## src/core/mpb_regs.svh

```systemverilog
// register offsets, field positions, reset values and timing counts of the motor pwm bridge
`ifndef MPB_REGS_SVH
`define MPB_REGS_SVH

// register byte offsets
`define MPB_MOD0_CFG_OFS 8'h00
`define MPB_MOD1_CFG_OFS 8'h04
`define MPB_BRIDGE_CFG_OFS 8'h08
`define MPB_FAULT_CFG_OFS 8'h0C
`define MPB_STATUS_OFS 8'h10
`define MPB_DUTY_OFS 8'h14

// reset values
`define MPB_MOD_CFG_RST 32'h0000_0000
`define MPB_BRIDGE_CFG_RST 32'h0000_0000
`define MPB_FAULT_CFG_RST 32'h0000_0000

// bridge config: one nibble per controller
`define MPB_BR_STRIDE 4
`define MPB_BR_FULL 0
`define MPB_BR_PHEN 1
`define MPB_BR_SLOW 2

// fault config fields
`define MPB_FC_DEGL 0
`define MPB_FC_RETRY 2
`define MPB_FC_UVLO_EN 10

// status fields
`define MPB_ST_FAULT 0
`define MPB_ST_OCF 2
`define MPB_ST_THERM 4
`define MPB_ST_HALT 5
`define MPB_ST_OSCOFF 7
`define MPB_ST_PINF 9

// modulator range limits
`define MPB_FULL8 8'hFF
`define MPB_FULL7 8'h7F

// timing: clock rate and the overcurrent figures
`define MPB_CLK_MHZ 125
`define MPB_DEGLITCH_NS 1000
`define MPB_DEGLITCH_CYC ((`MPB_DEGLITCH_NS * `MPB_CLK_MHZ + 999) / 1000)
`define MPB_RETRY0_US 1
`define MPB_RETRY1_US 2
`define MPB_RETRY2_US 4
`define MPB_RETRY3_US 8
`define MPB_RETRY_CYC(us) ((us) * `MPB_CLK_MHZ)

`endif

```

## src/core/mpb_pkg.sv

```systemverilog
// types shared by the motor pwm bridge block
package mpb_pkg;

    // source of the duty-step clock
    typedef enum logic [1:0] {
        MPB_DCLK_EXT,
        MPB_DCLK_OVF,
        MPB_DCLK_OVF2,
        MPB_DCLK_OVF8
    } mpb_dclk_type;

    // modulator configuration word, exactly one 32-bit register
    typedef struct packed {
        logic [7:0] deadband;
        logic [7:0] init_duty;
        logic [6:0] spare;
        logic inv_neg;
        logic inv_pos;
        logic osc_gate;
        logic autostop;
        logic stop_sel;
        logic res7;
        mpb_dclk_type dclk;
        logic enable;
    } mpb_mod_cfg_type;

    // drive state of one output pin
    typedef struct packed {
        logic drive;
        logic level;
    } mpb_pin_type;

    // both pins of one bridge output controller
    typedef struct packed {
        mpb_pin_type first;
        mpb_pin_type second;
    } mpb_bridge_type;

endpackage

```

## src/core/mpb_top.sv

```systemverilog
// motor pwm bridge: two modulators, two bridge output controllers, fault flags, apb registers
// What this block does
// sleep high puts controller pins high-impedance
// selects half/full bridge, dual-input or phase/enable
// half bridge: output enable gates, input sets level
// dual-input pair maps coast/reverse/forward/brake
// phase/enable decode with fast or slow decay
// driver feeds modulator to input a, b sets decay
// any fault raises flag, disables both controllers
// one aggregate fault flag per driver supply
// overcurrent raises that supply's overcurrent flag
// deglitch enable per pin pair, retry per pin
// thermal flag follows over-temperature, disables bridges
// 8-bit period counter counts up and wraps
// positive output high until count reaches duty
// negative output inverted with deadband, polarity bits
// duty counter steps up or down by direction
// duty step clock: external, overflow, /2, /8
// 8-bit resolution default, 7-bit option
// duty reaches true fully low and fully high
// modulation starts from configured initial duty
// hold freezes duty, stop also freezes outputs
// continuous wraps duty, boundary-halt stops at extremes
// boundary-halt can switch off modulator oscillator
// period wrap makes one-cycle overflow pulse
// new duty applies only from next period
`timescale 1ns/10ps
`include "mpb_regs.svh"

module mpb_top
    import mpb_pkg::*;
(
    input wire logic pclk,
    input wire logic presetn,
    input wire logic ce,
    // apb slave
    input wire logic psel,
    input wire logic penable,
    input wire logic pwrite,
    input wire logic [7:0] paddr,
    input wire logic [31:0] pwdata,
    output logic [31:0] prdata,
    output logic pready,
    output logic pslverr,
    // modulator side
    input wire logic [1:0] duty_clk_ext,
    input wire logic [1:0] duty_up,
    input wire logic [1:0] hold,
    output logic [1:0] mod_pos,
    output logic [1:0] mod_neg,
    output logic [1:0] boundary_oscillator_gate,
    // bridge output controller side
    input wire logic [1:0] sleep,
    input wire logic [1:0] drive_enable,
    input wire logic [1:0] bridge_input_a,
    input wire logic [1:0] bridge_input_b,
    input wire logic [1:0] phase_direction_input,
    output logic [3:0] pin_level,
    output logic [3:0] pin_oe_n,
    // fault side
    input wire logic [3:0] overcurrent,
    input wire logic [1:0] undervoltage,
    input wire logic over_temp,
    output logic [1:0] fault_flag,
    output logic [1:0] overcurrent_fault_flag,
    output logic thermal_fault_flag
);
    // register file
    mpb_mod_cfg_type mod_cfg [2]; // modulator configuration
    logic [31:0] bridge_cfg; // bridge modes
    logic [31:0] fault_cfg; // deglitch, retry and uvlo enables
    // modulator state, one entry per unit
    logic [7:0] period_counter [2];
    logic [7:0] duty_counter [2];
    logic [7:0] act_duty [2]; // duty in force for the running period
    logic [7:0] db_cnt [2]; // deadband timer
    logic [2:0] ovf_div [2]; // overflow prescaler
    logic [1:0] ext_prev; // last external duty clock level
    logic [1:0] en_q; // enable a cycle late so a new initial duty loads first
    logic [1:0] halted; // boundary-halt reached
    // fault state, one entry per pin, plus the block-wide any_fault
    logic [7:0] degl_cnt [4];
    logic [9:0] retry_cnt [4];
    logic [3:0] pin_fault;
    logic any_fault;
    // apb decode
    wire access = psel & penable & ~pready;
    wire wr_take = psel & penable & pready & pwrite;
    wire hit_m0 = paddr == `MPB_MOD0_CFG_OFS;
    wire hit_m1 = paddr == `MPB_MOD1_CFG_OFS;
    wire hit_br = paddr == `MPB_BRIDGE_CFG_OFS;
    wire hit_fc = paddr == `MPB_FAULT_CFG_OFS;
    wire hit_st = paddr == `MPB_STATUS_OFS;
    wire hit_du = paddr == `MPB_DUTY_OFS;
    wire mapped = hit_m0 | hit_m1 | hit_br | hit_fc | hit_st | hit_du;
    wire [31:0] status_word = {19'h0, pin_fault, boundary_oscillator_gate, halted,
                               thermal_fault_flag, overcurrent_fault_flag, fault_flag};
    wire [31:0] duty_word = {16'h0, act_duty[1], act_duty[0]};
    wire [31:0] rd_mux = hit_m0 ? mod_cfg[0] :
                         hit_m1 ? mod_cfg[1] :
                         hit_br ? bridge_cfg :
                         hit_fc ? fault_cfg :
                         hit_st ? status_word :
                         hit_du ? duty_word : 32'h0000_0000;

    // apb answer: pready rises one cycle into the access phase, read data with it
    always_ff @(posedge pclk or negedge presetn)
    begin
        if (!presetn)
        begin
            pready <= 1'b0;
            pslverr <= 1'b0;
            prdata <= 32'h0000_0000;
        end
        else if (ce)
        begin
            pready <= access;
            pslverr <= access & ~mapped;
            prdata <= (access & ~pwrite) ? rd_mux : 32'h0000_0000;
        end
    end

    // register writes land on the edge where pready is sampled high
    always_ff @(posedge pclk or negedge presetn)
    begin
        if (!presetn)
        begin
            mod_cfg[0] <= `MPB_MOD_CFG_RST;
            mod_cfg[1] <= `MPB_MOD_CFG_RST;
            bridge_cfg <= `MPB_BRIDGE_CFG_RST;
            fault_cfg <= `MPB_FAULT_CFG_RST;
        end
        else if (ce && wr_take)
        begin
            if (hit_m0)
                mod_cfg[0] <= pwdata;
            if (hit_m1)
                mod_cfg[1] <= pwdata;
            if (hit_br)
                bridge_cfg <= pwdata;
            if (hit_fc)
                fault_cfg <= pwdata;
        end
    end

    // the two modulator units
    genvar m;
    generate
        for (m = 0; m < 2; m++)
        begin : g_mod
            // 7-bit resolution halves the period
            wire [7:0] full = mod_cfg[m].res7 ? `MPB_FULL7 : `MPB_FULL8;
            wire en = mod_cfg[m].enable & en_q[m];
            // stop freezes the whole unit, keep only the duty value
            wire stop_hold = hold[m] & mod_cfg[m].stop_sel;
            wire run = en & ~stop_hold & ~boundary_oscillator_gate[m];
            // overflow pulse on wrap
            wire ovf = run & (period_counter[m] == full);
            wire ext_rise = duty_clk_ext[m] & ~ext_prev[m];
            // duty step clock select
            wire step_src = (mod_cfg[m].dclk == MPB_DCLK_EXT) ? ext_rise :
                            (mod_cfg[m].dclk == MPB_DCLK_OVF) ? ovf :
                            (mod_cfg[m].dclk == MPB_DCLK_OVF2) ? ovf & ovf_div[m][0] :
                            ovf & (ovf_div[m] == 3'h7);
            // hold blocks stepping in both keep and stop
            wire step = en & step_src & ~hold[m] & ~halted[m];
            // up wraps past full, down wraps below zero (R21 continuous)
            wire [7:0] stepped = duty_up[m] ?
                                 ((duty_counter[m] >= full) ? 8'h00 : duty_counter[m] + 8'h01) :
                                 ((duty_counter[m] == 8'h00) ? full : duty_counter[m] - 8'h01);
            wire at_edge = (duty_counter[m] == 8'h00) | (duty_counter[m] == full);
            // high until count reaches duty; R18: full duty never drops
            wire pos_raw = (act_duty[m] >= full) | (period_counter[m] < act_duty[m]);
            // negative side waits out the deadband after positive falls
            wire neg_raw = ~pos_raw & (db_cnt[m] >= mod_cfg[m].deadband);
            // period counter, prescaler and duty register
            always_ff @(posedge pclk or negedge presetn)
            begin
                if (!presetn)
                begin
                    period_counter[m] <= 8'h00;
                    ovf_div[m] <= 3'h0;
                    act_duty[m] <= 8'h00;
                    ext_prev[m] <= 1'b0;
                    en_q[m] <= 1'b0;
                end
                else if (ce)
                begin
                    ext_prev[m] <= duty_clk_ext[m];
                    en_q[m] <= mod_cfg[m].enable;
                    if (!en)
                    begin
                        // idle unit restarts from the initial duty
                        period_counter[m] <= 8'h00;
                        ovf_div[m] <= 3'h0;
                        act_duty[m] <= mod_cfg[m].init_duty & full;
                    end
                    else if (run)
                    begin
                        // count up to the top and wrap
                        period_counter[m] <= ovf ? 8'h00 : period_counter[m] + 8'h01;
                        if (ovf)
                        begin
                            ovf_div[m] <= ovf_div[m] + 3'h1;
                            // duty changes only at a period boundary
                            act_duty[m] <= duty_counter[m];
                        end
                    end
                end
            end
            // duty counter and boundary-halt state
            always_ff @(posedge pclk or negedge presetn)
            begin
                if (!presetn)
                begin
                    duty_counter[m] <= 8'h00;
                    halted[m] <= 1'b0;
                    boundary_oscillator_gate[m] <= 1'b0;
                end
                else if (ce)
                begin
                    if (!en)
                    begin
                        // load initial duty
                        duty_counter[m] <= mod_cfg[m].init_duty & full;
                        halted[m] <= 1'b0;
                        boundary_oscillator_gate[m] <= 1'b0;
                    end
                    else
                    begin
                        // step the duty of the next period
                        if (step)
                            duty_counter[m] <= stepped;
                        // boundary-halt stops at either extreme
                        halted[m] <= mod_cfg[m].autostop & at_edge;
                        // gate the oscillator once the extreme is in force
                        boundary_oscillator_gate[m] <= halted[m] & mod_cfg[m].osc_gate &
                                                       (act_duty[m] == duty_counter[m]);
                    end
                end
            end
            // output stage; stop hold keeps both levels as they are
            always_ff @(posedge pclk or negedge presetn)
            begin
                if (!presetn)
                begin
                    db_cnt[m] <= 8'h00;
                    mod_pos[m] <= 1'b0;
                    mod_neg[m] <= 1'b0;
                end
                else if (ce)
                begin
                    if (!en)
                    begin
                        db_cnt[m] <= 8'h00;
                        mod_pos[m] <= mod_cfg[m].inv_pos;
                        mod_neg[m] <= mod_cfg[m].inv_neg;
                    end
                    // stop freezes both outputs
                    else if (!stop_hold)
                    begin
                        // deadband timer saturates so it cannot wrap back to zero
                        db_cnt[m] <= pos_raw ? 8'h00 :
                                     (db_cnt[m] == 8'hFF) ? db_cnt[m] : db_cnt[m] + 8'h01;
                        // independent polarity inversion
                        mod_pos[m] <= pos_raw ^ mod_cfg[m].inv_pos;
                        mod_neg[m] <= neg_raw ^ mod_cfg[m].inv_neg;
                    end
                end
            end
        end
    endgenerate

    // per-pin overcurrent deglitch and retry
    genvar p;
    generate
        for (p = 0; p < 4; p++)
        begin : g_pin
            // deglitch enable shared by each pin pair
            wire degl_en = fault_cfg[`MPB_FC_DEGL + p / 2];
            // retry interval selected per pin
            wire [1:0] rsel = fault_cfg[`MPB_FC_RETRY + 2 * p +: 2];
            wire [9:0] retry_len = (rsel == 2'h0) ? 10'(`MPB_RETRY_CYC(`MPB_RETRY0_US)) :
                                   (rsel == 2'h1) ? 10'(`MPB_RETRY_CYC(`MPB_RETRY1_US)) :
                                   (rsel == 2'h2) ? 10'(`MPB_RETRY_CYC(`MPB_RETRY2_US)) :
                                   10'(`MPB_RETRY_CYC(`MPB_RETRY3_US));
            wire seen = overcurrent[p] &
                        (~degl_en | (degl_cnt[p] >= 8'(`MPB_DEGLITCH_CYC - 1)));
            // a latched fault holds for the retry time, then clears once the cause is gone
            always_ff @(posedge pclk or negedge presetn)
            begin
                if (!presetn)
                begin
                    degl_cnt[p] <= 8'h00;
                    retry_cnt[p] <= 10'h000;
                    pin_fault[p] <= 1'b0;
                end
                else if (ce)
                begin
                    degl_cnt[p] <= ~overcurrent[p] ? 8'h00 :
                                   (degl_cnt[p] == 8'hFF) ? degl_cnt[p] : degl_cnt[p] + 8'h01;
                    // detection sets the pin fault, and wins over release
                    if (seen)
                    begin
                        pin_fault[p] <= 1'b1;
                        retry_cnt[p] <= retry_len;
                    end
                    else if (retry_cnt[p] != 10'h000)
                        retry_cnt[p] <= retry_cnt[p] - 10'h001;
                    else
                        pin_fault[p] <= 1'b0;
                end
            end
        end
    endgenerate
    // supply a owns pins 0 and 1, supply b pins 2 and 3
    wire [1:0] next_ocf = {pin_fault[3] | pin_fault[2], pin_fault[1] | pin_fault[0]};
    wire [1:0] uvlo = undervoltage & fault_cfg[`MPB_FC_UVLO_EN +: 2];

    // fault flags
    always_ff @(posedge pclk or negedge presetn)
    begin
        if (!presetn)
        begin
            overcurrent_fault_flag <= 2'h0;
            thermal_fault_flag <= 1'b0;
            fault_flag <= 2'h0;
            any_fault <= 1'b0;
        end
        else if (ce)
        begin
            // overcurrent flag per supply
            overcurrent_fault_flag <= next_ocf;
            // thermal flag follows the over-temperature level
            thermal_fault_flag <= over_temp;
            // each supply flag ORs its own sources plus die temperature
            fault_flag <= next_ocf | uvlo | {2{over_temp}};
            // any fault disables both controllers, releases on its own
            any_fault <= (|next_ocf) | (|uvlo) | over_temp;
        end
    end

    // bridge decode of one controller
    function automatic mpb_bridge_type bridge_decode(input logic full, input logic phen,
        input logic slow, input logic oe, input logic ina, input logic inb, input logic ph);
        mpb_bridge_type r;
        r = '0;
        // mode selection
        if (!full)
        begin
            // half bridge, each pin from its own input
            r.first = '{drive: oe, level: oe & ina};
            r.second = '{drive: oe, level: oe & inb};
        end
        else if (!phen)
        begin
            // dual-input decode; R06: b low gives fast decay with pwm on a
            r.first = '{drive: ina | inb, level: ina & ~inb};
            r.second = '{drive: ina | inb, level: inb & ~ina};
        end
        else
        begin
            // phase/enable decode, decay applies while enable is low
            r.first = '{drive: oe | slow, level: oe & ~ph};
            r.second = '{drive: oe | slow, level: oe & ph};
        end
        return r;
    endfunction

    // bridge output controllers; pins registered so every output leaves a flop
    genvar c;
    generate
        for (c = 0; c < 2; c++)
        begin : g_br
            wire [3:0] bf = bridge_cfg[`MPB_BR_STRIDE * c +: 4];
            wire mpb_bridge_type dec = bridge_decode(bf[`MPB_BR_FULL], bf[`MPB_BR_PHEN],
                bf[`MPB_BR_SLOW], drive_enable[c], bridge_input_a[c], bridge_input_b[c],
                phase_direction_input[c]);
            // sleep alone releases this controller; R07: faults release both
            wire live = ~sleep[c] & ~any_fault;
            always_ff @(posedge pclk or negedge presetn)
            begin
                if (!presetn)
                begin
                    pin_oe_n[2 * c +: 2] <= 2'h3;
                    pin_level[2 * c +: 2] <= 2'h0;
                end
                else if (ce)
                begin
                    // high-impedance while asleep
                    pin_oe_n[2 * c] <= ~(live & dec.first.drive);
                    pin_oe_n[2 * c + 1] <= ~(live & dec.second.drive);
                    pin_level[2 * c] <= live & dec.first.level;
                    pin_level[2 * c + 1] <= live & dec.second.level;
                end
            end
        end
    endgenerate
endmodule // mpb_top

```

## config.mk

```make
export PLATFORM = sky130hd
export DESIGN_NAME = mpb_top
export DESIGN_NICKNAME = d
export VERILOG_FILES = /design/src/core/mpb_pkg.sv /design/src/core/mpb_top.sv
export VERILOG_INCLUDE_DIRS = /design/src /design/src/core
export SDC_FILE = /design/constraint.sdc
export NUM_CORES = 1
export LEC_CHECK = 0
export ABC_AREA = 0
export BUFFER_PORTS_ARGS = -buffer_cell sky130_fd_sc_hd__buf_2
export CORE_MARGIN = 3
export CORE_UTILIZATION = 63
export DETAILED_ROUTE_END_ITERATION = 8
export GPL_ROUTABILITY_DRIVEN = 0
export PLACE_DENSITY = 0.83
export SLEW_MARGIN = 15
export SYNTH_ARGS = -nofsm -noshare
export SYNTH_HDL_FRONTEND = slang
export SYNTH_SLANG_ARGS = --single-unit
```

## constraint.sdc

```tcl
create_clock -name pclk -period 4.7 [get_ports pclk]
set_input_delay 0.47 -clock pclk [delete_from_list [all_inputs] [get_ports pclk]]
set_output_delay 0.47 -clock pclk [all_outputs]
set_load 0.005 [all_outputs]
```

# Word level (Yosys, flattened, before mapping)
# Cells that the tools add are included.
op_classes:
  muxes: 103
  addsub: 18
  eq_ne: 49
  bitwise: 122
  n_lt_le_gt_ge: 12
  n_reduce_logical: 46
ops:
  columns: ["cell", "n"]
  rows:
  - ["$mux W8", 40]
  - ["$mux W10", 20]
  - ["$mux W32", 5]
  - ["$add A8 B1 Y8 const B", 10]
  - ["$and A1 B1 Y1", 62]
  - ["$eq A8 B8 Y1", 6]
  - ["$eq A8 B8 Y1 const B", 6]
  - ["$ge A8 B8 Y1", 6]
  - ["$reduce_and A2 Y1", 22]
  - ["$reduce_bool A10 Y1", 4]
  - ["$sub A10 B1 Y10 const B", 4]
  - ["$ge A8 B7 Y1 const B", 4]
  - ["$mux W16", 2]
  - ["$not A1 Y1", 30]
  - ["$mux W1", 26]
  - ["$logic_not A8 Y1", 3]
  - ["$or A1 B1 Y1", 21]
  - ["$ne A2 B2 Y1 const B", 10]
  - ["$mux W3", 6]
  - ["$and A8 B8 Y8", 2]
  - ["$eq A8 B4 Y1 const B", 2]
  - ["$eq A8 B5 Y1 const B", 2]
  - ["$lt A8 B8 Y1", 2]
  - ["$mux W4", 4]
  - ["16 further kinds", 51]
totals:
  register_bits: 334
  output_inout_bits: 53
  inputBits: 69

# Logic depth before layout (Yosys ltp)
# Gate-level depths: netlist of the first run.
logic_depth:
  depth_word: 14
  ltp_mapped: 9

# Worst setup path before layout of the first run
# No wires, ideal clock.
synth_path:
  kind: "reg2reg"
  from: "reg retry_cnt[30] (netlist bit)"
  to: "reg retry_cnt[33] (netlist bit)"
  path_stages_with_launch: 10
  period_less_slack_ps: 2271
  arrival_ps: 2153
  setup_time_ps: 118
  path_slack_ps: 2429
  path_cell_list: "dfrtp_1 -> inv_1 -> ha_1 -> or4b_4 -> or3_4 -> o21ai_4 -> and2_1 -> buf_6 -> a221oi_1 -> a21o_1"
synth_between:
  elab_chain_len: 3
synth_lines:
  columns: ["element", "line_no", "rtl"]
  rows:
  - ["start: declaration", "mpb_top.sv:83", "logic [9:0] retry_cnt [4];"]
  - ["start signal: indexed assignment", "mpb_top.sv:306", "retry_cnt[p] <= retry_len;"]
  - ["start signal: indexed assignment", "mpb_top.sv:309", "retry_cnt[p] <= retry_cnt[p] - 10'h001;"]
  - ["$sub A10 B1 Y10 / $reduce_bool A10 Y1 (equally long branches)", "mpb_top.sv:309, mpb_top.sv:308", null]
  - ["$mux W10 / $reduce_bool A2 Y1 (equally long branches)", null, null]
  - ["$mux W10 / $reduce_and A2 Y1 (equally long branches)", null, null]
# Several ways; a longest one is shown, not always the timed one. The select of a mux whose other input is x is not followed.
# A chain may end at the register's enable or synchronous reset.

# Final worst setup path of the first run
layout_path:
  from: "in paddr[4]"
  to: "reg fault_cfg[1]"
layout_between:
  elab_chain_len: 2
layout_lines:
  columns: ["element", "line_no", "rtl"]
  rows:
  - ["start: declaration", "mpb_top.sv:40", "input wire logic [7:0] paddr,"]
  - ["$eq A8 B4 Y1 (no line)", null, null]
  - ["$reduce_and A2 Y1 (no line)", null, null]
  - ["end signal: assignment", "mpb_top.sv:131", "fault_cfg <= `MPB_FAULT_CFG_RST;"]
  - ["end signal: assignment", "mpb_top.sv:142", "fault_cfg <= pwdata;"]
  - ["end: declaration", "mpb_top.sv:71", "logic [31:0] fault_cfg;"]
# Every way passes these cells.

==> results of run 1 <==
-- cells in the final DEF, fill, tap and decap left out, types with 23 or more instances in the layout --
master       n
o2bb2ai_1   35
nand2b_1    24
nor2_1     123
buf_2      120
clkbuf_16   38
nor3_1      39
xor2_1      39
a21oi_1     60
a22oi_1     28
dfrtp_1    330
nand2_1    172
o21ai_0    163
ha_1        60
mux2_2     129
nand3_1     49
xnor2_1     23
inv_1       70
-- flip-flops by register name, indices dropped and copies added (netlist names), 6 cells and up --
name and cells:
degl_cnt 32, retry_cnt 40, period_counter 16, bridge_cfg 32, act_duty 16, db_cnt 16
prdata 32, mod_cfg 64, duty_counter 16, fault_cfg 32, ovf_div 6
-- metrics by stage --
| stage | util (%) | instances |
|---|---|---|
| 2_1_floorplan | - | 1800 |
| 3_3_place_gp | 67.1 | 2214 |
| 3_5_place_dp | 67.1 | 2214 |
| 4_1_cts | 71.4 | 2279 |
| 5_1_grt | 71.4 | 2282 |
| 6_report | 71.4 | 2283 |
-- how the worst min path moves through the flow --
stage | endpoint | slack (ns)
2_1_floorplan | act_duty[0]$_DFFE_PN0P_ | 0.17
5_1_grt | degl_cnt[11]$_DFFE_PN0P_ | 0.17
6_report | degl_cnt[11]$_DFFE_PN0P_ | 0.09
3_3_place_gp | prdata[21]$_DFFE_PN0P_ | 0.47
4_1_cts | degl_cnt[11]$_DFFE_PN0P_ | 0.14
3_5_place_dp | prdata[20]$_DFFE_PN0P_ | 0.47
-- synthesized netlist by cell type, drive strengths merged (9+ instances only) --
cell	instances
nor4	14
xor2	39
a31oi	13
a21oi	60
o21ai	169
or3	21
clkbuf	70
dfrtp	330
ha	60
nand4	22
a22oi	28
o2bb2ai	35
a221o	12
nand3	49
and2	11
nand2	173
buf	29
a211oi	15
nand2b	26
a21o	20
nor3	39
inv	71
o221ai	9
xnor2	23
mux2	134
mux2i	17
nor2b	15
a22o	16
a222oi	16
o22ai	11
nor2	126
a221oi	9
o31ai	21
and3	15
-- critical path, delay by kind of cell --
| kind | cells | cell delay, ns |
|---|---|---|
| simple gates | 4 | 2.15 |
| mux | 1 | 0.55 |
| buf+inv | 1 | 0.15 |
-- cell families (layout without fill, tap and decap cells) --
group / count (synthesis) / in the layout / synth area share [%]
xor+xnor: 62 / 62 / 3.04
flops: 332 / 332 / 46.5
simple gates: 541 / 541 / 14.8
compound gates: 484 / 484 / 18.2
other cells: 0 / 4 / 0
fa+ha+maj: 60 / 60 / 4.20
buf+inv: 170 / 271 / 3.92
mux: 151 / 151 / 9.39
-- power breakdown --
group	internal, mW	total, mW	switching [mW]
combinational	0.139	0.417	0.278
sequential	2.92	2.99	0.0714
clock	1.67	2.86	1.18
-- area by class of cell --
| type | instances | share of cell area (%) |
|---|---|---|
| antenna | 4 | 0.0503 |
| clock buffer | 49 | 5.24 |
| clock inverter | 16 | 0.761 |
| inverter | 71 | 1.34 |
| multi-input combinational | 1298 | 44.7 |
| sequential | 332 | 41.8 |
| tap | 378 | 2.38 |
| timing repair buffer | 135 | 3.75 |
-- metal layers --
layer / GRT usage [%] / vias to the layer above / wire [um]
met5: 0 / - / 11
met4: 13.2 / 2 / 2000
li1: - / 6741 / -
met3: 5.57 / 143 / 4520
met1: 44.2 / 7408 / 19800
met2: 49.7 / 798 / 22400
==> metrics.md, run 1 <==
| Metric | Value |
|---|---|
| Status | `complete, no violations` |
| CP endpoint | `fault_cfg[1]$_DFFE_PN0P_` |
| Crit path capture type | `flop` |
| Slew at the pin closest to its max-slew limit | `1.20 ns` |
| Post-synthesis register bit count | `332` |
| RSZ-0062 raised after global routing | `no` |
| Max_slew headroom | `19.8%` |
| Final setup violation count | `0` |
| GRT Overall Usage | `31.7%` |
| Yosys warnings | `0` |
| Ranking of synthesized cells by area | `dfrtp_1, mux2_2, o21ai_0` |
| Critical path class | `in -> reg` |
| Vias in the first global route | `14,700` |
| Ys async rst share | `100%` |
| Clock buffer depth | `3` |
| CTS Root Buffer Type | `clkbuf_16` |
| Clk sinks | `332` |
| Layout cells sized above 1 | `18.4%` |
| Post-CTS sizing | `0` |
| Fin area | `19,900 um2` |
| Worst r2r dst | `act_duty[15]$_DFFE_PN0P_` |
| Post-synthesis cell area | `17,900 um2` |
| Final setup margin | `1.75 ns` |
| Place WS | `1.39 ns` |
| Cells on worst reg2reg path | `7` |
| CTS tree | `built` |
| CTS hold repair buffers | `0` |
| Filler cell count | `1,967` |
| Clock Skews | `0.0152 ns` |
| # rows | `61` |
| Hold Violations, Final | `0` |
| Initial antenna violation count | `4` |
| Detailed Routing Iterations Pass 1 | `7` |
| Post-DP Area | `18,700 um2` |
| Core ar. | `27,900 um2` |
| CP startpoint kind | `input port` |
| Worst min path class | `in -> async` |
| Arrival time worst endpoint | `3.35 ns` |
| Post-layout min period | `2.95 ns` |
| Flip-flop and latch area | `8310 um2` |
| Routed Antenna Nets | `0` |
| Sequential area share after synthesis | `46.5%` |
| Die Area | `30,400 um2` |
| CP Launch Point | `paddr[4]` |
| Setup bufs post-CTS | `0` |
| Crit-path cells | `buf_2 -> nor4_4 -> and3_1 -> and2_1 -> nand2b_2 -> mux2_1` |
| Cell Pwr Density | `315 nW/um2` |
| EDFF count, synth | `0` |
| Share of the synthesized area in the top cell type | `46.2%` |
| Clk Latency, worst-skew pair | `0.52 ns` |
| Layout area overhead | `11.3%` |
| Final WL | `48.7 mm` |
| Final Power | `6.26 mW` |
| Multi-input gate area | `8900 um2` |
| Gr ovfl total | `0` |
| Initial DRC count | `1,560` |
| H-tree depth | `2` |
| Max-slew violations | `0` |
| Die X | `174 um` |
| Synthesized Nets | `1,929` |
| Worst IR Drop VDD | `0.000250 V` |
| DR DRC count | `0` |
| Main synth FF type | `dfrtp_1` |
| Leak pwr | `9.14 nW` |
| FF-to-FF setup slack | `1.91 ns` |
| Max Fanout on Critical Path | `32` |
| Worst path slowest cell | `and3_1` |
| Top Ports | `122` |
| Routed len/inst | `21.4 um` |
| Fmax | `339 MHz` |
| Critical path's largest stage delay | `0.72 ns` |
| Die span in y | `174 um` |
| Via-per-instance ratio | `6.61` |
| RR Startpoint | `period_counter[8]$_DFFE_PN0P_` |
| Initial Util | `64.2%` |
| Leading area contributor after synthesis | `dfrtp_1` |
| Fin Setup TNS | `0 ns` |
| Worst-path clk slew | `0.06 ns` |
| Port Buffers | `121` |
| Max_cap viols | `0` |
| Worst path required time | `5.09 ns` |
| Via Count | `15,100` |
| Post-synth cell types | `82` |
| Fin Hold WS | `0.0867 ns` |
| Cells after Synth | `1,800` |
| Largest net degree at the start of global routing | `135` |
| Syn_area_per_cell | `9.94 um2` |
| First-pass GRT wire length | `78.3 mm` |
| Num CTS Buffers | `36` |
| HPWL after DPL | `33.0 mm` |
| Final net count | `2,003` |
| Period Utilization, post-route | `62.8%` |
Power figures use the tool's default switching activity.
==> inputs of run 2 (changes only) <==
Settings changed: CORE_UTILIZATION 63 to 61, PLACE_DENSITY 0.83 to 0.8.
Clock period 4.7 ns to 2.77 ns, I/O delays scaled along.
==> metrics.md, run 2 (synthesis results as in run 1) <==
| Metric | Value |
|---|---|
| Cell Pwr Density | `545 nW/um2 (was 315 nW/um2)` |
| Worst r2r dst | `db_cnt[8]$_DFFE_PN0P_ (was act_duty[15]$_DFFE_PN0P_)` |
| Routed Antenna Nets | `0 (unchanged)` |
| Worst min path class | `in -> reg (was in -> async)` |
| Biggest regs | `mod_cfg: 64 flops, retry_cnt: 40 flops (unchanged)` |
| Initial antenna violation count | `2 (was 4)` |
| First-pass GRT wire length | `79.2 mm (was 78.3 mm)` |
| Core Util, Final | `70.8% (was 71.4%)` |
| Status | `complete, no violations (unchanged)` |
| GRT Overall Usage | `31.4% (was 31.7%)` |
| Hold Startpoint | `pwdata[25]` |
| Detailed Routing Iterations Pass 1 | `8 (was 7)` |
| Die Area | `31,400 um2 (was 30,400 um2)` |
| H-tree depth | `2 (unchanged)` |
| Clk sinks | `332 (unchanged)` |
| Leak pwr | `9.42 nW (was 9.14 nW)` |
| Antenna cells | `0 (was 4)` |
| WHS Path Cells | `3` |
| Core ar. | `28,800 um2 (was 27,900 um2)` |
| Fmax | `398 MHz` |
| Initial DRC count | `1,544 (was 1,560)` |
| Most common cell after layout, fill and taps aside | `dfrtp_1 (unchanged)` |
| Worst path required time | `3.14 ns (was 5.09 ns)` |
| Die X | `177 um (was 174 um)` |
| Fin Setup TNS | `0 ns (unchanged)` |
| Arrival time worst endpoint | `2.89 ns (was 3.35 ns)` |
| Most frequent cells in the layout | `dfrtp_1, nand2_1, o21ai_0, mux2_2, nor2_1 (unchanged)` |
| Post-DP Area | `19,000 um2 (was 18,700 um2)` |
| Place WS | `0.317 ns (was 1.39 ns)` |
| Worst IR Drop VDD | `0.000416 V (was 0.000250 V)` |
| Final setup margin | `0.254 ns (was 1.75 ns)` |
| Cells on worst reg2reg path | `6 (was 7)` |
| Critical path class | `reg -> reg (was in -> reg)` |
| Max-slew violations | `0 (unchanged)` |
| Largest Register | `mod_cfg (unchanged)` |
| Final WL | `49.2 mm (was 48.7 mm)` |
| Final net count | `2,046 (was 2,003)` |
| Clk Latency, worst-skew pair | `0.53 ns (was 0.52 ns)` |
| Largest register FFs | `64 (unchanged)` |
| Crit path capture type | `flop (unchanged)` |
| Via Count | `15,300 (was 15,100)` |
| # rows | `62 (was 61)` |
| CTS Root Buffer Type | `clkbuf_16 (unchanged)` |
| Layout cells sized above 1 | `20.0% (was 18.4%)` |
| Post-layout min period | `2.52 ns` |
| CP startpoint kind | `flop (was input port)` |
| Largest net degree at the start of global routing | `73 (was 135)` |
| Max_cap viols | `0 (unchanged)` |
| CTS tree | `built (unchanged)` |
| Max Fanout on Critical Path | `7 (was 32)` |
| HPWL after DPL | `33.9 mm (was 33.0 mm)` |
| Layout area overhead | `13.9% (was 11.3%)` |
| Slew at the pin closest to its max-slew limit | `0.760 ns (was 1.20 ns)` |
| Max_slew headroom | `49.3% (was 19.8%)` |
| Num CTS Buffers | `37 (was 36)` |
| Worst-path clk slew | `0.05 ns (was 0.06 ns)` |
| Top Ports | `122 (unchanged)` |
| Final setup violation count | `0 (unchanged)` |
| Routed len/inst | `21.1 um (was 21.4 um)` |
| Vias in the first global route | `14,900 (was 14,700)` |
| DR DRC count | `0 (unchanged)` |
| RSZ-0062 raised after global routing | `no (unchanged)` |
| Initial Util | `62.1% (was 64.2%)` |
| RR Startpoint | `period_counter[9]$_DFFE_PN0P_ (was period_counter[8]$_DFFE_PN0P_)` |
| Clock buffer depth | `3 (unchanged)` |
| Post-Layout Cell Count | `2,327 (was 2,283)` |
| Via-per-instance ratio | `6.56 (was 6.61)` |
| Hold path endpoint | `mod_cfg[25]$_DFFE_PN0P_` |
| Die span in y | `177 um (was 174 um)` |
| Hold Violations, Final | `0 (unchanged)` |
| Clock Skews | `0.0140 ns (was 0.0152 ns)` |
| Gr ovfl total | `0 (unchanged)` |
| Port Buffers | `121 (unchanged)` |
| Fin Hold WS | `0.0162 ns (was 0.0867 ns)` |
| Placed insts | `2,260 (was 2,214)` |
| Period Utilization, post-route | `90.8%` |
| Fin area | `20,400 um2 (was 19,900 um2)` |
| FF-to-FF setup slack | `0.25 ns (was 1.91 ns)` |
| Final Power | `11.1 mW (was 6.26 mW)` |
run 2: cell types whose count changed in the layout (fill, tap and decap cells not counted), sizes merged:
cell and change:
buf +40, clkinv -7, bufinv +5, diode -4, inv +3, dlygate4sd3 +2
clkinvlp -1
run 2: worst max-delay path by stage:
stage,startpoint,to,slack [ns]
finish,period_counter[9]$_DFFE_PN0P_,db_cnt[8]$_DFFE_PN0P_,0.25
global route,retry_cnt[20]$_DFFE_PN0P_,retry_cnt[20]$_DFFE_PN0P_,0.10
CTS,period_counter[9]$_DFFE_PN0P_,db_cnt[8]$_DFFE_PN0P_,0.24
detailed placement,retry_cnt[30]$_DFFE_PN0P_,retry_cnt[33]$_DFFE_PN0P_,0.32
global placement,retry_cnt[30]$_DFFE_PN0P_,retry_cnt[33]$_DFFE_PN0P_,0.38
floorplan,retry_cnt[30]$_DFFE_PN0P_,retry_cnt[33]$_DFFE_PN0P_,0.50
run 2: layer usage:
metal | part of all wire [%] | vias up | global-route usage (%)
met4 | 4.2 | 4 | 12.1
met5 | 0.037 | - | 0
met2 | 46 | 741 | 50.3
li1 | - | 6825 | -
met3 | 8.5 | 164 | 5.13
met1 | 41 | 7523 | 43.2
run 2: where the power goes:
group	leakage, nW	switching [mW]	internal [mW]
clock network	0.636	2.02	3.29
logic	4.40	0.485	0.258
registers	4.38	0.112	4.95
total	9.42	2.62	8.50
run 2: cell type report:
cell class / count / area [um2]
multi-input combinational: 1298 / 8900
fill: 2119 / 8400
sequential: 332 / 8310
timing repair buffer: 177 / 1100
clock buffer: 49 / 1030
tap: 384 / 480
clock inverter: 16 / 285
inverter: 71 / 267
run 2: worst max-delay path: stages, from the launching register on:
cell,delay [ns]
dfrtp_1,0.41
ha_1,0.31
a2111oi_0,0.52
o31ai_1,0.13
buf_4,0.19
a31oi_1,0.63
o31ai_1,0.17
run 2: repair_timing:
item,CTS,global route
hold endpoints to repair,67,0
gates resized for setup,0,0
hold buffers,2,0
setup buffers,0,0
==> inputs of run 3 (changes only) <==
Settings changed: CORE_MARGIN 3 to 10, CTS_CLUSTER_DIAMETER set to 80.
==> metrics.md, run 3 (synthesis results as in run 1) <==
| Metric | Value |
|---|---|
| Final net count | `2,039 (was 2,046)` |
| Top Ports | `122 (unchanged)` |
| Fin Hold WS | `0.0189 ns (was 0.0162 ns)` |
| HPWL after DPL | `34.9 mm (was 33.9 mm)` |
| Crit path capture type | `flop (unchanged)` |
| Fin Setup TNS | `0 ns (unchanged)` |
| FF-to-FF setup slack | `0.19 ns (was 0.25 ns)` |
| Layout cells sized above 1 | `19.8% (was 20.0%)` |
| Via-per-instance ratio | `6.51 (was 6.56)` |
| Clk Latency, worst-skew pair | `0.53 ns (about the same)` |
| Biggest regs | `mod_cfg: 64 flops, retry_cnt: 40 flops (unchanged)` |
| Die X | `191 um (was 177 um)` |
| Post-layout min period | `2.58 ns (was 2.52 ns)` |
| Die span in y | `191 um (was 177 um)` |
| Leak pwr | `9.43 nW (was 9.42 nW)` |
| Clk sinks | `332 (unchanged)` |
| Num CTS Buffers | `36 (was 37)` |
| Post-CTS sizing | `0 (unchanged)` |
| Clock buffer depth | `3 (unchanged)` |
| Worst path required time | `3.17 ns (was 3.14 ns)` |
| Worst r2r dst | `retry_cnt[33]$_DFFE_PN0P_ (was db_cnt[8]$_DFFE_PN0P_)` |
| Gr ovfl total | `0 (unchanged)` |
| DR DRC count | `0 (unchanged)` |
| Largest net degree at the start of global routing | `85 (was 73)` |
| Slew at the pin closest to its max-slew limit | `1.01 ns (was 0.760 ns)` |
| Worst min path class | `in -> reg (unchanged)` |
| Fmax | `388 MHz (was 398 MHz)` |
| Max-slew violations | `0 (unchanged)` |
| Critical path class | `reg -> reg (unchanged)` |
| Max_slew headroom | `32.1% (was 49.3%)` |
| Cell Pwr Density | `551 nW/um2 (was 545 nW/um2)` |
| CTS tree | `built (unchanged)` |
| Most common cell after layout, fill and taps aside | `dfrtp_1 (unchanged)` |
| Die Area | `36,600 um2 (was 31,400 um2)` |
| Worst-path clk slew | `0.06 ns (was 0.05 ns)` |
| H-tree depth | `2 (unchanged)` |
| First-pass GRT wire length | `79.5 mm (was 79.2 mm)` |
| CTS Root Buffer Type | `clkbuf_16 (unchanged)` |
| Initial DRC count | `1,330 (was 1,544)` |
| Max_cap viols | `0 (unchanged)` |
| Detailed Routing Iterations Pass 1 | `6 (was 8)` |
| CP endpoint | `retry_cnt[33]$_DFFE_PN0P_ (was db_cnt[8]$_DFFE_PN0P_)` |
| Cells on worst reg2reg path | `8 (was 6)` |
| Largest Register | `mod_cfg (unchanged)` |
| CP Launch Point | `retry_cnt[30]$_DFFE_PN0P_ (was period_counter[9]$_DFFE_PN0P_)` |
| Hold Violations, Final | `0 (unchanged)` |
| Status | `complete, no violations (unchanged)` |
| Initial Util | `62.1% (unchanged)` |
| Filler cell count | `2,074 (was 2,119)` |
| Max Fanout on Critical Path | `9 (was 7)` |
| # rows | `62 (unchanged)` |
| Vias in the first global route | `14,800 (was 14,900)` |
| Port Buffers | `121 (unchanged)` |
| Layout area overhead | `14.0% (was 13.9%)` |
| Largest register FFs | `64 (unchanged)` |
| Via Count | `15,100 (was 15,300)` |
| Routed len/inst | `21.3 um (was 21.1 um)` |
| GRT Overall Usage | `26.8% (was 31.4%)` |
| Clock Skews | `0.0284 ns (was 0.0140 ns)` |
| Worst IR Drop VDD | `0.000559 V (was 0.000416 V)` |
| Period Utilization, post-route | `93.0% (was 90.8%)` |
| Arrival time worst endpoint | `2.98 ns (was 2.89 ns)` |
| RSZ-0062 raised after global routing | `no (unchanged)` |
| Most frequent cells in the layout | `dfrtp_1, nand2_1, o21ai_0, mux2_2, nor2_1 (unchanged)` |
| Core ar. | `28,800 um2 (unchanged)` |
| Routed Antenna Nets | `0 (unchanged)` |
| Final WL | `49.5 mm (was 49.2 mm)` |
| RR Startpoint | `retry_cnt[30]$_DFFE_PN0P_ (was period_counter[9]$_DFFE_PN0P_)` |
| CP startpoint kind | `flop (unchanged)` |
| Initial antenna violation count | `1 (was 2)` |
| Final setup violation count | `0 (unchanged)` |
[run 3: cell count changes in the layout (fill, tap and decap cells not counted), sizes merged]
cell         before  now
clkinvlp          3    0
clkbuf           49   54
dlygate4sd3       2    3
inv              74   71
clkinv            3    5
diode             0    1
buf             175  168
[run 3: repair_timing]
action | 4_1_cts | 5_1_grt
hold buffers | 3 | 0
setup buffers | 0 | 0
hold endpoints to repair | 33 | 0
endpoints found under the setup margin | 0 | 0
[run 3: area by class of cell]
class | count | area [um2] | share of cell area [%]
multi-input cells | 1298 | 8900 | 43.6
well taps | 384 | 480 | 2.36
repair buffers | 171 | 1070 | 5.27
clock inverters | 12 | 246 | 1.21
flip-flops and latches | 332 | 8310 | 40.8
clock buffers | 54 | 1110 | 5.45
inverters | 71 | 267 | 1.31
diodes | 1 | 2.50 | 0.0123
[run 3: worst min-delay path by stage]
| stage | from | end | depth (start not counted) |
|---|---|---|---|
| floorplan | presetn | act_duty[0]$_DFFE_PN0P_ | 0 |
| global placement | presetn | degl_cnt[10]$_DFFE_PN0P_ | 1 |
| detailed placement | presetn | degl_cnt[10]$_DFFE_PN0P_ | 1 |
| CTS | pwdata[27] | mod_cfg[27]$_DFFE_PN0P_ | 3 |
| global route | pwdata[20] | mod_cfg[52]$_DFFE_PN0P_ | 2 |
| finish | pwdata[27] | mod_cfg[27]$_DFFE_PN0P_ | 3 |
[run 3: worst max-delay path, cell delays in order, from the launching register on]
cell	delay (ns)
dfrtp_1	0.38
inv_1	0.12
ha_1	0.19
or4b_4	0.51
or3_4	0.42
o21ai_4	0.26
and2_1	0.33
a221oi_1	0.09
a21o_1	0.18
[run 3: power breakdown]
group | total [mW] | internal [mW] | switching, mW | leakage (nW)
clock network | 5.42 | 3.43 | 1.99 | 0.669
logic | 0.735 | 0.257 | 0.478 | 4.38
registers | 5.07 | 4.95 | 0.118 | 4.38
total | 11.2 | 8.64 | 2.59 | 9.43
[run 3: layer usage]
metal	vias up	part of all wire (%)	track usage [%]
li1	6818	-	-
met1	7479	41	35.9
met2	716	46	42.5
met3	117	9.3	5.45
met4	2	3.3	9.50
met5	-	0.026	0
[run 3: through the flow]
step | utilization, % | power, mW | cell area [um2] | cells | setup slack (ns)
after floorplan | - | 5.51 | 17900 | 1800 | 0.499
after global placement | 66.0 | 5.83 | 19000 | 2253 | 0.363
after detailed placement | 66.0 | 5.87 | 19000 | 2253 | 0.275
after CTS | 70.8 | 11.3 | 20400 | 2322 | 0.226
after global routing | 70.8 | 11.6 | 20400 | 2322 | 0.0936
final | 70.8 | 11.2 | 20400 | 2323 | 0.193
